## src/logic/ppm_pkg.sv

```systemverilog
// package: register map, field layout and timing constants of the port
package ppm_pkg;
  // ---------------------------------------------------------------
  // register map (word offsets are byte addresses)
  // ---------------------------------------------------------------
  localparam logic [3:0] MODE_OFS  = 4'h0;
  localparam logic [3:0] ADDR_OFS  = 4'h4;
  localparam logic [3:0] DATA_OFS  = 4'h8;
  localparam logic [3:0] STAT_OFS  = 4'hC;
  localparam logic [15:0] MODE_RST = 16'h0000;
  localparam logic [15:0] MODE_WMASK = 16'h7FFF;
  // ---------------------------------------------------------------
  // field positions of the mode register
  // ---------------------------------------------------------------
  localparam int BUSY_BIT  = 15;
  localparam int IRQM_LO   = 13;
  localparam int INCM_LO   = 11;
  localparam int WIDE_BIT  = 10;
  localparam int PERS_LO   = 8;
  localparam int SETUP_LO  = 6;
  localparam int STRB_LO   = 2;
  localparam int HOLD_LO   = 0;
  // ---------------------------------------------------------------
  // encodings
  // ---------------------------------------------------------------
  localparam logic [1:0] IRQ_NONE  = 2'h0;
  localparam logic [1:0] IRQ_CYCLE = 2'h1;
  localparam logic [1:0] IRQ_STALL = 2'h2;
  localparam logic [1:0] IRQ_BUF3  = 2'h3;
  localparam logic [1:0] STEP_NONE = 2'h0;
  localparam logic [1:0] STEP_INC  = 2'h1;
  localparam logic [1:0] STEP_DEC  = 2'h2;
  localparam logic [1:0] STEP_BUF  = 2'h3;
  localparam logic [1:0] PERS_LEGACY = 2'h0;
  localparam logic [1:0] PERS_ENH    = 2'h1;
  localparam logic [1:0] PERS_MST2   = 2'h2;
  localparam logic [1:0] PERS_MST1   = 2'h3;
  localparam logic [1:0] LAST_BUF  = 2'h3;
  localparam int ADDR_W = 11;
  localparam logic [ADDR_W-1:0] ADDR_ONE = 11'h001;
  // ---------------------------------------------------------------
  // timing: one instruction cycle is one SYS_CLK cycle
  // ---------------------------------------------------------------
  localparam int TCY_NS = 20;
  localparam int CLK_NS = 20;
  localparam int TCY_CYC = (TCY_NS + CLK_NS - 1) / CLK_NS;
  localparam logic [3:0] ONE_TCY = 4'(TCY_CYC);
  // ---------------------------------------------------------------
  // carried groups
  // ---------------------------------------------------------------
  typedef struct packed {
    logic [1:0] irq_request_mode;
    logic [1:0] addr_step_mode;
    logic       wide_data_select;
    logic [1:0] port_personality;
    logic [1:0] setup_wait_sel;
    logic [3:0] strobe_wait_sel;
    logic [1:0] hold_wait_sel;
  } ppm_cfg_s;
  typedef struct packed {
    logic              write;
    logic [15:0]       data;
  } ppm_req_s;
  typedef struct packed {
    logic              cs;
    logic              rd;
    logic              wr;
    logic              en;
    logic              rw;
    logic              be;
    logic [ADDR_W-1:0] addr;
    logic [7:0]        dout;
    logic              doe_n;
  } ppm_pins_s;
endpackage

```

## src/logic/ppm_fifo2.sv

```systemverilog
// two-entry buffer with valid/ready on both sides
`timescale 1ns/1ps
module ppm_fifo2 (
  input  wire logic          clk,
  input  wire logic          rstn,
  input  wire ppm_pkg::ppm_req_s in_data,
  input  wire logic          in_valid,
  output logic               in_ready,
  output ppm_pkg::ppm_req_s  out_data,
  output logic               out_valid,
  input  wire logic          out_ready
);
  import ppm_pkg::*;
  ppm_req_s   mem [2];
  logic       wp;
  logic       rp;
  logic [1:0] cnt;
  logic       push;
  logic       pop;
  assign in_ready  = (cnt != 2'h2);
  assign out_valid = (cnt != 2'h0);
  assign out_data  = mem[rp];
  assign push      = in_valid && in_ready;
  assign pop       = out_valid && out_ready;
  always_ff @(posedge clk or negedge rstn) begin
    if (!rstn) begin
      mem[0] <= '0;
      mem[1] <= '0;
    end else if (push) begin
      mem[wp] <= in_data;
    end
  end
  always_ff @(posedge clk or negedge rstn) begin
    if (!rstn) begin
      wp  <= 1'b0;
      rp  <= 1'b0;
      cnt <= 2'h0;
    end else begin
      if (push) wp <= ~wp;
      if (pop) rp <= ~rp;
      cnt <= 2'(cnt + {1'b0, push} - {1'b0, pop});
    end
  end
  overflow_guard_a: assert property (@(posedge clk) disable iff (!rstn)
    cnt == 2'h2 |-> wp == rp && !push) else $error("buffer full state broken");
endmodule

```

## src/logic/ppm_timer.sv

```systemverilog
// wait-state down counter for setup, strobe and hold phases
`timescale 1ns/1ps
module ppm_timer (
  input  wire logic       clk,
  input  wire logic       rstn,
  input  wire logic       load,
  input  wire logic [3:0] count,
  output logic            done
);
  import ppm_pkg::*;
  logic [3:0] remain;
  always_ff @(posedge clk or negedge rstn) begin
    if (!rstn) begin
      remain <= 4'h0;
    end else if (load) begin
      remain <= 4'(count - ONE_TCY);
    end else if (remain != 4'h0) begin
      remain <= 4'(remain - ONE_TCY);
    end
  end
  // no term from load here: the engine loads on done, so that would loop
  assign done = (remain == 4'h0);
endmodule

```

## src/logic/ppm_top.sv

```systemverilog
// parallel port mode control with master engine and slave buffers
`timescale 1ns/1ps
module ppm_top (
  input  wire logic        SYS_CLK,
  input  wire logic        RSTN,
  input  wire logic [3:0]  AVS_ADDRESS,
  input  wire logic        AVS_READ,
  input  wire logic        AVS_WRITE,
  input  wire logic [31:0] AVS_WRITEDATA,
  output logic [31:0]      AVS_READDATA,
  output logic             AVS_WAITREQUEST,
  output logic             PORT_IRQ,
  output logic             CPU_STALL,
  output logic             CS_OUT,
  output logic             RD_OUT,
  output logic             RD_OE_N,
  output logic             WR_OUT,
  output logic             WR_OE_N,
  output logic             ENB_OUT,
  output logic             BE_OUT,
  output logic [10:0]      ADDR_OUT,
  output logic [7:0]       DATA_OUT,
  output logic             DATA_OE_N,
  input  wire logic [7:0]  DATA_IN,
  input  wire logic        RD_IN,
  input  wire logic        WR_IN,
  input  wire logic        CS_IN,
  input  wire logic [1:0]  ADDR_IN
);
  import ppm_pkg::*;
  // ---------------------------------------------------------------
  // state
  // ---------------------------------------------------------------
  typedef enum logic [4:0] {
    ST_IDLE  = 5'b00001,
    ST_SETUP = 5'b00010,
    ST_STRB  = 5'b00100,
    ST_HOLD  = 5'b01000,
    ST_DONE  = 5'b10000
  } ppm_state_e;
  ppm_state_e  state;
  ppm_cfg_s    cfg;
  logic [ADDR_W-1:0] port_addr;
  logic [15:0] data_reg;
  logic        busy;
  logic        hi_phase;
  logic        second_pending;
  logic [7:0]  buf_mem [4];
  logic [1:0]  buf_ptr;
  logic        is_master;
  logic        tmr_load;
  logic [3:0]  tmr_count;
  logic        tmr_done;
  logic        bus_access;
  logic        bus_hit;
  logic        cycle_end;
  ppm_req_s    q_in;
  logic        q_in_valid;
  logic        q_in_ready;
  ppm_req_s    q_out;
  logic        q_out_valid;
  logic        q_out_ready;
  logic [2:0]  rd_sync1;
  logic [2:0]  rd_sync2;
  logic [1:0]  a_sync1;
  logic [1:0]  a_sync2;
  logic [7:0]  d_sync1;
  logic [7:0]  d_sync2;
  logic        slv_rd_q;
  logic        slv_wr_q;
  logic        slv_rd_rise;
  logic        slv_wr_rise;
  logic        slv_access;
  logic        slv_last;
  logic        cur_write;
  assign is_master = cfg.port_personality[1];
  assign bus_access = AVS_READ || AVS_WRITE;
  // ---------------------------------------------------------------
  // register bus: two wait cycles, then answer; data writes stall
  // while the buffer is full, which is the back-pressure path
  // ---------------------------------------------------------------
  assign q_in.write = AVS_WRITE;
  assign q_in.data  = AVS_WRITEDATA[15:0];
  assign q_in_valid = bus_hit && AVS_ADDRESS == DATA_OFS && is_master;
  always_ff @(posedge SYS_CLK or negedge RSTN) begin
    if (!RSTN) begin
      bus_hit <= 1'b0;
    end else begin
      bus_hit <= bus_access && AVS_WAITREQUEST && !bus_hit;
    end
  end
  always_ff @(posedge SYS_CLK or negedge RSTN) begin
    if (!RSTN) begin
      AVS_WAITREQUEST <= 1'b1;
    end else if (!AVS_WAITREQUEST) begin
      AVS_WAITREQUEST <= 1'b1;
    end else if (bus_hit) begin
      AVS_WAITREQUEST <= !(q_in_ready || !q_in_valid);
    end
  end
  always_ff @(posedge SYS_CLK or negedge RSTN) begin
    if (!RSTN) begin
      AVS_READDATA <= 32'h0000_0000;
    end else if (AVS_READ && bus_hit) begin
      unique case (AVS_ADDRESS)
        MODE_OFS: AVS_READDATA <= {16'h0000, busy, cfg};
        ADDR_OFS: AVS_READDATA <= {21'h0, port_addr};
        DATA_OFS: AVS_READDATA <= {16'h0000, data_reg};
        STAT_OFS: AVS_READDATA <= {30'h0, slv_last, busy};
        default:  AVS_READDATA <= 32'h0000_0000;
      endcase
    end
  end
  // ---------------------------------------------------------------
  // mode register
  // ---------------------------------------------------------------
  always_ff @(posedge SYS_CLK or negedge RSTN) begin
    if (!RSTN) begin
      cfg <= ppm_cfg_s'(MODE_RST[14:0]);
    end else if (AVS_WRITE && bus_hit && AVS_ADDRESS == MODE_OFS) begin
      cfg <= ppm_cfg_s'(AVS_WRITEDATA[14:0] & MODE_WMASK[14:0]);
    end
  end
  ppm_fifo2 u_fifo (
    .clk       (SYS_CLK),
    .rstn      (RSTN),
    .in_data   (q_in),
    .in_valid  (q_in_valid && AVS_WAITREQUEST && q_in_ready),
    .in_ready  (q_in_ready),
    .out_data  (q_out),
    .out_valid (q_out_valid),
    .out_ready (q_out_ready)
  );
  // ---------------------------------------------------------------
  // master engine
  // ---------------------------------------------------------------
  assign q_out_ready = (state == ST_IDLE) && is_master && !second_pending;
  always_comb begin
    tmr_load  = 1'b0;
    tmr_count = ONE_TCY;
    unique case (state)
      ST_IDLE: begin
        tmr_load  = (q_out_valid && q_out_ready) || second_pending;
        tmr_count = 4'({2'h0, cfg.setup_wait_sel} + ONE_TCY);
      end
      ST_SETUP: begin
        tmr_load  = tmr_done;
        tmr_count = 4'(cfg.strobe_wait_sel + ONE_TCY);
      end
      ST_STRB: begin
        tmr_load  = tmr_done;
        tmr_count = 4'({2'h0, cfg.hold_wait_sel} + ONE_TCY);
      end
      default: begin
        tmr_load  = 1'b0;
        tmr_count = ONE_TCY;
      end
    endcase
  end
  ppm_timer u_timer (
    .clk   (SYS_CLK),
    .rstn  (RSTN),
    .load  (tmr_load),
    .count (tmr_count),
    .done  (tmr_done)
  );
  always_ff @(posedge SYS_CLK or negedge RSTN) begin
    if (!RSTN) begin
      state <= ST_IDLE;
    end else begin
      unique case (state)
        ST_IDLE:  if (tmr_load) state <= ST_SETUP;
        ST_SETUP: if (tmr_done) state <= ST_STRB;
        ST_STRB:  if (tmr_done) state <= ST_HOLD;
        ST_HOLD:  if (tmr_done) state <= ST_DONE;
        ST_DONE:  state <= ST_IDLE;
      endcase
    end
  end
  assign cycle_end = (state == ST_DONE);
  // a wide word makes a second byte cycle without another request
  always_ff @(posedge SYS_CLK or negedge RSTN) begin
    if (!RSTN) begin
      second_pending <= 1'b0;
      hi_phase       <= 1'b0;
    end else if (state == ST_IDLE && q_out_valid && q_out_ready) begin
      second_pending <= cfg.wide_data_select;
      hi_phase       <= 1'b0;
    end else if (state == ST_IDLE && second_pending) begin
      second_pending <= 1'b0;
      hi_phase       <= 1'b1;
    end
  end
  always_ff @(posedge SYS_CLK or negedge RSTN) begin
    if (!RSTN) begin
      data_reg <= 16'h0000;
    end else if (state == ST_IDLE && q_out_valid && q_out_ready) begin
      data_reg <= q_out.data;
    end else if (state == ST_STRB && tmr_done && !cur_write) begin
      if (hi_phase) data_reg[15:8] <= d_sync2;
      else data_reg[7:0] <= d_sync2;
    end else if (slv_wr_rise) begin
      data_reg[7:0] <= d_sync2;
    end
  end
  always_ff @(posedge SYS_CLK or negedge RSTN) begin
    if (!RSTN) begin
      busy <= 1'b0;
    end else begin
      busy <= is_master && (state != ST_IDLE || q_out_valid
              || second_pending);
    end
  end
  always_ff @(posedge SYS_CLK or negedge RSTN) begin
    if (!RSTN) begin
      port_addr <= '0;
    end else if (AVS_WRITE && bus_hit && AVS_ADDRESS == ADDR_OFS) begin
      port_addr <= AVS_WRITEDATA[ADDR_W-1:0];
    end else if (cycle_end || slv_access) begin
      unique case (cfg.addr_step_mode)
        STEP_INC: port_addr <= port_addr + ADDR_ONE;
        STEP_DEC: port_addr <= port_addr - ADDR_ONE;
        default:  port_addr <= port_addr;
      endcase
    end
  end
  // ---------------------------------------------------------------
  // pins; the queued direction sits in the buffer entry
  // ---------------------------------------------------------------
  always_ff @(posedge SYS_CLK or negedge RSTN) begin
    if (!RSTN) begin
      cur_write <= 1'b0;
    end else if (state == ST_IDLE && q_out_valid && q_out_ready) begin
      cur_write <= q_out.write;
    end
  end
  always_ff @(posedge SYS_CLK or negedge RSTN) begin
    if (!RSTN) begin
      CS_OUT    <= 1'b0;
      RD_OUT    <= 1'b0;
      WR_OUT    <= 1'b0;
      ENB_OUT   <= 1'b0;
      BE_OUT    <= 1'b0;
      ADDR_OUT  <= '0;
      DATA_OUT  <= 8'h00;
      DATA_OE_N <= 1'b1;
      RD_OE_N   <= 1'b1;
      WR_OE_N   <= 1'b1;
    end else begin
      CS_OUT   <= is_master && state != ST_IDLE && state != ST_DONE;
      BE_OUT   <= is_master && state != ST_IDLE && hi_phase;
      ADDR_OUT <= port_addr;
      DATA_OUT <= hi_phase ? data_reg[15:8] : data_reg[7:0];
      DATA_OE_N <= !(is_master && cur_write && state != ST_IDLE);
      RD_OE_N  <= !is_master;
      WR_OE_N  <= !is_master;
      if (cfg.port_personality == PERS_MST1) begin
        RD_OUT  <= !cur_write;
        WR_OUT  <= 1'b0;
        ENB_OUT <= (state == ST_STRB);
      end else begin
        RD_OUT  <= (state == ST_STRB) && !cur_write;
        WR_OUT  <= (state == ST_STRB) && cur_write;
        ENB_OUT <= 1'b0;
      end
    end
  end
  // ---------------------------------------------------------------
  // slave side: host pins pass two flip-flops first
  // ---------------------------------------------------------------
  always_ff @(posedge SYS_CLK or negedge RSTN) begin
    if (!RSTN) begin
      rd_sync1 <= 3'h0;
      rd_sync2 <= 3'h0;
      a_sync1  <= 2'h0;
      a_sync2  <= 2'h0;
      d_sync1  <= 8'h00;
      d_sync2  <= 8'h00;
      slv_rd_q <= 1'b0;
      slv_wr_q <= 1'b0;
    end else begin
      rd_sync1 <= {CS_IN, RD_IN, WR_IN};
      rd_sync2 <= rd_sync1;
      a_sync1  <= ADDR_IN;
      a_sync2  <= a_sync1;
      d_sync1  <= DATA_IN;
      d_sync2  <= d_sync1;
      slv_rd_q <= rd_sync2[2] && rd_sync2[1];
      slv_wr_q <= rd_sync2[2] && rd_sync2[0];
    end
  end
  assign slv_rd_rise = !is_master && rd_sync2[2] && rd_sync2[1] && !slv_rd_q;
  assign slv_wr_rise = !is_master && rd_sync2[2] && rd_sync2[0] && !slv_wr_q;
  assign slv_access  = slv_rd_rise || slv_wr_rise;
  assign slv_last = (cfg.port_personality == PERS_ENH) ? (a_sync2 == LAST_BUF)
                    : (buf_ptr == LAST_BUF);
  always_ff @(posedge SYS_CLK or negedge RSTN) begin
    if (!RSTN) begin
      buf_ptr <= 2'h0;
    end else if (slv_access && cfg.port_personality == PERS_LEGACY
                 && cfg.addr_step_mode == STEP_BUF) begin
      buf_ptr <= 2'(buf_ptr + 2'h1);
    end
  end
  always_ff @(posedge SYS_CLK or negedge RSTN) begin
    if (!RSTN) begin
      for (int i = 0; i < 4; i++) buf_mem[i] <= 8'h00;
    end else if (slv_wr_rise) begin
      buf_mem[(cfg.port_personality == PERS_ENH) ? a_sync2 : buf_ptr]
        <= d_sync2;
    end
  end
  // ---------------------------------------------------------------
  // interrupt and stall
  // ---------------------------------------------------------------
  always_ff @(posedge SYS_CLK or negedge RSTN) begin
    if (!RSTN) begin
      PORT_IRQ <= 1'b0;
    end else begin
      unique case (cfg.irq_request_mode)
        IRQ_CYCLE: PORT_IRQ <= cycle_end || slv_access;
        IRQ_BUF3:  PORT_IRQ <= slv_access && slv_last;
        default:   PORT_IRQ <= 1'b0;
      endcase
    end
  end
  always_ff @(posedge SYS_CLK or negedge RSTN) begin
    if (!RSTN) begin
      CPU_STALL <= 1'b0;
    end else begin
      CPU_STALL <= cfg.irq_request_mode == IRQ_STALL && is_master
                   && (state != ST_IDLE || q_out_valid
                   || second_pending);
    end
  end
  // ---------------------------------------------------------------
  // checks
  // ---------------------------------------------------------------
  no_irq_stall_a: assert property (@(posedge SYS_CLK) disable iff (!RSTN)
    cfg.irq_request_mode == IRQ_STALL && $stable(cfg) |=> !PORT_IRQ)
    else $error("interrupt raised in stall mode");
  busy_master_a: assert property (@(posedge SYS_CLK) disable iff (!RSTN)
    state == ST_SETUP && is_master |=> busy)
    else $error("busy low during transfer");
  strobe_min_a: assert property (@(posedge SYS_CLK) disable iff (!RSTN)
    state == ST_SETUP && tmr_done && cfg.strobe_wait_sel == 4'h0
    |=> state == ST_STRB ##1 state == ST_HOLD)
    else $error("strobe phase not one cycle");
  step_inc_a: assert property (@(posedge SYS_CLK) disable iff (!RSTN)
    cycle_end && cfg.addr_step_mode == STEP_INC && !bus_hit
    |=> port_addr == $past(port_addr) + ADDR_ONE)
    else $error("address not incremented");
  step_dec_a: assert property (@(posedge SYS_CLK) disable iff (!RSTN)
    cycle_end && cfg.addr_step_mode == STEP_DEC && !bus_hit
    |=> port_addr == $past(port_addr) - ADDR_ONE)
    else $error("address not decremented");
  cycle_irq_a: assert property (@(posedge SYS_CLK) disable iff (!RSTN)
    cycle_end && cfg.irq_request_mode == IRQ_CYCLE |=> PORT_IRQ)
    else $error("no interrupt at cycle end");
  wide_two_a: assert property (@(posedge SYS_CLK) disable iff (!RSTN)
    state == ST_IDLE && q_out_valid && q_out_ready && cfg.wide_data_select
    |=> second_pending)
    else $error("wide word without second byte");
  setup_len_a: assert property (@(posedge SYS_CLK) disable iff (!RSTN)
    state == ST_IDLE && tmr_load && cfg.setup_wait_sel == 2'h0
    |=> state == ST_SETUP ##1 state == ST_STRB)
    else $error("setup phase length wrong");
endmodule

```

## config.mk

```make
export PLATFORM = sky130hd
export DESIGN_NAME = ppm_top
export DESIGN_NICKNAME = d
export VERILOG_FILES = /design/src/logic/ppm_pkg.sv /design/src/logic/ppm_fifo2.sv /design/src/logic/ppm_timer.sv /design/src/logic/ppm_top.sv
export SDC_FILE = /design/constraint.sdc
export NUM_CORES = 1
export LEC_CHECK = 0
export BUFFER_PORTS_ARGS = -buffer_cell sky130_fd_sc_hd__buf_4
export CELL_PAD_IN_SITES_DETAIL_PLACEMENT = 1
export CELL_PAD_IN_SITES_GLOBAL_PLACEMENT = 2
export CORE_UTILIZATION = 40
export CTS_BUF_LIST = sky130_fd_sc_hd__clkbuf_4
export DETAILED_ROUTE_END_ITERATION = 8
export GPL_TIMING_DRIVEN = 0
export PLACE_DENSITY = 0.8
export SLEW_MARGIN = 20
export SYNTH_ARGS = -nofsm -noshare
export SYNTH_HDL_FRONTEND = slang
export SYNTH_HIERARCHICAL = 1
export SYNTH_SLANG_ARGS = --single-unit
```

## constraint.sdc

```tcl
create_clock -name SYS_CLK -period 4.7 [get_ports SYS_CLK]
set_input_delay 0.94 -clock SYS_CLK [delete_from_list [all_inputs] [get_ports SYS_CLK]]
set_output_delay 0.94 -clock SYS_CLK [all_outputs]
set_load 0.05 [all_outputs]
```

* Word level (Yosys, flattened, before mapping)
Index checks and enable logic that the tools add are counted.
** Word-level totals
- Word-level logic and storage cells :: 199
- Register bits after elaboration :: 185
** Operators by class
- Reduce and logical (&&, ||, !) cells :: 73
- Add/subtract/negate cells :: 10
- Bitwise gates (word level) :: 4
- Magnitude comparators :: 3
- Equal/unequal tests :: 26
- Multiplexer cells :: 37
** Operators with widths (number)
- $mux 17 :: 4
- $pmux 16 s4 :: 1
- $mux 8 :: 6
- $logic_and 1x1->1 :: 40
- $bwmux 34 :: 1
- $pmux 5 s5 :: 1
- $mux 11 :: 2
- $pmux 11 s2 :: 1
- $mux 5 :: 4
- $demux 17 s1 :: 1
- $mux 16 :: 1
- $eq 2x2->1 const B :: 7
- $pmux 4 s3 :: 1
- $reduce_bool 2->1 :: 6
- $add 11x1->11 const B :: 1
- $sub 11x1->11 const B :: 1
- $mux 1 :: 10
- $ne 2x2->1 const B :: 5
- $logic_not 1->1 :: 9
- $eq 4x4->1 const B :: 2
- $logic_not 4->1 :: 2
- $mux 4 :: 2
- $sub 4x1->4 const B :: 2
- $logic_or 1x1->1 :: 7
- 26 further kinds :: 36

* Longest topological paths before layout
- Depth after elaboration :: 8
- Depth in mapped cells :: 12
- Gate-level depth less buffers :: 11

* By module
The synthesis kept the hierarchy.
** By module, submodules not included
- ppm_top :: times used 1, area each 5744.3 µm², sequential area each 3183.1 µm², cells each 494
- ppm_fifo2 :: times used 1, area each 1737.9 µm², sequential area each 950.9 µm², cells each 113
- ppm_timer :: times used 1, area each 242.7 µm², sequential area each 100.1 µm², cells each 21

* Worst setup path after synthesis
No wires, ideal clock.
- Path type :: input to register
- From :: input AVS_ADDRESS[3]
- To :: register u_fifo/mem[17] (netlist name)
- Path buffers :: 3
- Data arrival time :: 2.843 ns
- Data required time :: 4.575 ns
- Path slack :: 1.732 ns
- Setup time :: 0.125 ns
- Stages :: 8
- Cell sequence :: buf_2 -> buf_2 -> nand3_1 -> nor2_1 -> inv_2 -> nor3_4 -> buf_8 -> mux2_4
** Between the ends
- Cells in the longest elaborated chain, start to end :: 6
** Ends and longest elaborated chain
- from (decl) :: line ppm_top.sv:6 : input wire logic [3:0] AVS_ADDRESS,
- $eq 4x4->1 :: line ppm_top.sv:84 : assign q_in_valid = bus_hit && AVS_ADDRESS == DATA_OFS && is_master;
- $logic_and 1x1->1 (2 in series) :: line ppm_top.sv:84
- $logic_and 1x1->1 (2 in series) :: line ppm_top.sv:128 : .in_valid (q_in_valid && AVS_WAITREQUEST && q_in_ready),
- $logic_and 1x1->1 :: line ppm_fifo2.sv:23 : assign push = in_valid && in_ready;
- to (signal, indexed assignment) :: line ppm_fifo2.sv:30 : mem[wp] <= in_data;
- to (decl) :: line ppm_fifo2.sv:14 : ppm_req_s mem [2];
No other way between the ends.
A chain may end at the register's enable or synchronous reset.

* Worst setup path in the final report
- From :: register cfg[11] (netlist name)
- To :: register port_addr[10]
** Between the ends
- Cells in the longest elaborated chain, start to end :: 4
- Elaborated cells between the ends (all ways) :: 7
** Ends and longest elaborated chain
- from (decl) :: line ppm_top.sv:42 : ppm_cfg_s cfg;
- from (signal assigned) :: line ppm_top.sv:119 : cfg <= ppm_cfg_s'(MODE_RST[14:0]);
- from (signal assigned) :: line ppm_top.sv:121 : cfg <= ppm_cfg_s'(AVS_WRITEDATA[14:0] & MODE_WMASK[14:0]);
- $eq 2x2->1 / $eq 2x1->1 (equally long branches) :: line ppm_top.sv:220 : unique case (cfg.addr_step_mode)
- $pmux 11 s2 :: line ppm_top.sv:220
- $mux 11 :: line ppm_top.sv:219 : end else if (cycle_end || slv_access) begin
- $mux 11 :: line ppm_top.sv:217 : end else if (AVS_WRITE && bus_hit && AVS_ADDRESS == ADDR_OFS) begin
- to (signal assigned) :: line ppm_top.sv:218 : port_addr <= AVS_WRITEDATA[ADDR_W-1:0];
- to (signal assigned) :: line ppm_top.sv:221 : STEP_INC: port_addr <= port_addr + ADDR_ONE;
- to (signal assigned) :: line ppm_top.sv:222 : STEP_DEC: port_addr <= port_addr - ADDR_ONE;
- to (decl) :: line ppm_top.sv:43 : logic [ADDR_W-1:0] port_addr;
Several ways; a longest one is shown, not always the timed one. The select of a mux whose other input is x is not followed.

==> metrics <==
placement row count=50; HPWL after detailed placement=15,060 um; RSZ-0062 raised after global routing=no; die width=141.0 um; detailed-route DRC error count=0; highest net fanout along the worst path=12; overall routing resource usage=about 22%; Critical Setup Path Class=reg2reg; Remaining Overflow, GRT=0; post-CTS setup buffers=0; maximum clock insertion buffer count=2; critical path data arrival time=3.90 ns; number of failing setup endpoints in the final timing report=0; Post-Synthesis Mean Instance Area=12.30 um^2; global-route wire length before repair=32,480 um; number of antenna violations at the first check in global routing=1; Register-to-Register Setup Slack=1.28 ns; Post-Synth Adder-Cell Area=2.689%; share of the core filled with cells=48.35%; CTS Hold Bufs=0; share of cells above drive strength 1=32.59%; portion of the clock cycle consumed by the worst path in the final layout=72.71%; max FFs per register=34; pin count of the biggest net entering global routing=91; number of synthesized flops with an enable pin=0; most common cell after layout, fill and taps aside=dfrtp_1; worst-case vdd ir drop=0.2450 mV; core area=18,830 um^2; status=finished, final reports clean; minimum clock period after layout=3.418 ns; Pre-antenna DRT Iters=4; chip height=141.0 um; combinational family with the most area after synthesis=multiplexers; initial drt markers=348; initial core utilization=41.02%; multiplexer share of the synthesized area=between 10% and 20%; synthesized netlist cell count=628; # clock sinks=around 170; setup skew after layout=0.02268 ns; netlist area before placement=7725 um^2; Synth-to-Final Area Change=17.85%; hold_ws=~0.33 ns; Async S/R FF share, synth=100.0%; mean routed wirelength per cell=19.93 um; sequential element share of the synthesized area=54.81%; main flop type after synthesis=dfrtp_1; Power Total=approximately 5.3 mW; number of endpoints with negative hold slack in the final report=0; post-synthesis simple-gate area fraction=10.16%; CTS H-Tree Depth=4; aggregate negative setup slack=0 ns; routed vias/inst=approximately 5.1; CP endpoint kind=register; post-layout net count=814; Ys Warns=6; number of nets with antenna violations after routing=0; total detailed-routing wirelength=20,330 um; commonest cells after routing, fill and taps aside=165 x dfrtp_1, 101 x buf_4, 69 x mux2_2; Worst setup SP type=register; CP Data Required Time=5.18 ns; timing-limited maximum frequency=0.2926 GHz; number of port buffers=between 80 and 90; Max Transition Viols Final=0; post-synthesis xor/xnor area fraction=under 10%; leakage component of the power=4.186 nW; clock-pin slew on the worst setup and hold paths=0.15 ns; cts bufs inserted=17; later-pin clock latency in the skew report=0.61 ns; vias in the first global route=5,709; Clock Root Buffer=clkbuf_4; clock tree from TritonCTS=done; weighted congestion at the end of routability-driven global placement=0.8350; Top-Level Pins=115; total number of vias=5,252; post-cts sizing count=0; post-synthesis register bit count=169; Max-Cap Viols=0; Power per Cell Area=579.3 nW/um^2; classification of the worst-slack hold path=in2async; Rel. slew slack=~54%; compound-gate portion of the synthesized area=8.698%; full die area=19,870 um^2; Unique masters post-synth=65; slew at the pin with the worst max-slew slack=approximately 0.68 ns
## synth_stat cells, drive strengths merged (6+ instances only)
cell type / instances / area (um^2)
dfrtp: 165 / 4129
nor2: 24 / 100.1
a22o: 12 / 105.1
mux2: 78 / 912.1
clkbuf: 11 / 41.29
o31ai: 6 / 45.04
a21oi: 13 / 65.06
ha: 15 / 187.7
o211ai: 6 / 45.04
nand3: 10 / 60.06
nand2b: 6 / 37.54
o21ai: 43 / 215.2
inv: 12 / 45.04
nor2b: 10 / 67.57
nand2: 64 / 242.7
xor2: 6 / 52.55
mux2i: 43 / 442.9
xnor2: 11 / 96.34
nor3: 9 / 82.58
buf: 29 / 210.2
## layer usage
layer / part of all wire (%) / up-vias / track usage [%]
li1: - / 2422 / -
met1: 45 / 2705 / 29.02
met2: 50 / 102 / 37.18
met3: 3.1 / 23 / 3.838
met4: 1.6 / 0 / 7.380
met5: 0 / - / 0
## cell type report
type | count | area, um^2
fillers | 2033 | 9727
plain buffers | 40 | 251.5
clock inverters | 15 | 214.0
inverters | 12 | 45.04
diodes | 2 | 5.005
clock buffers | 17 | 127.6
multi-input cells | 422 | 3251
flip-flops and latches | 169 | 4234
well taps | 260 | 325.3
repair buffers | 83 | 650.6
## final timing paths
path | startpoint | end | cells past startpoint
worst max-delay path | cfg[11] | port_addr[10] | 10
worst min-delay path | RSTN | ADDR_OUT[6] | 1
worst max register to register | cfg[11] | port_addr[10] | 10
worst min register to register | rd_sync1[2] | rd_sync2[2] | 0
max in group asynchronous | RSTN | WR_OE_N | 2
min in group SYS_CLK | rd_sync1[2] | rd_sync2[2] | 0
## metrics by stage
stage,cell area (um^2),worst slack [ns],std cells
2_1_floorplan,7781,1.732,643
3_3_place_gp,8722,1.080,985
3_5_place_dp,8757,0.9655,986
4_1_cts,9099,1.295,1018
5_1_grt,9104,1.068,1020
6_report,9104,1.282,1020
## report_power, final
part           switching (mW)  internal [mW]  total [mW]
clock network           0.557          0.434       0.991
logic                    1.24          0.843        2.08
registers               0.345           1.86        2.20
total                    2.14           3.14        5.27
## critical path: stages, from the launching register on
cell       delay, ns
dfrtp_1         0.44
inv_1           0.09
ha_1            0.56
inv_1           0.17
fa_1            0.44
nand2b_1        0.20
a21o_1          0.21
a211oi_1        0.58
nor4_1          0.15
a2111oi_2       0.36
nand2_1         0.10
## cells by family (layout without fill, tap and decap cells)
| group | count (synthesis) | after routing |
|---|---|---|
| AO/OA/AOI/OAI | 104 | 104 |
| XOR/XNOR | 17 | 17 |
| adder cells (fa/ha/maj) | 16 | 16 |
| buffers and inverters | 52 | 167 |
| flip-flops | 169 | 169 |
| multiplexers | 122 | 122 |
| other | 1 | 18 |
| AND/OR/NAND/NOR | 147 | 147 |
Note: power is estimated with default switching activity, not from simulation.
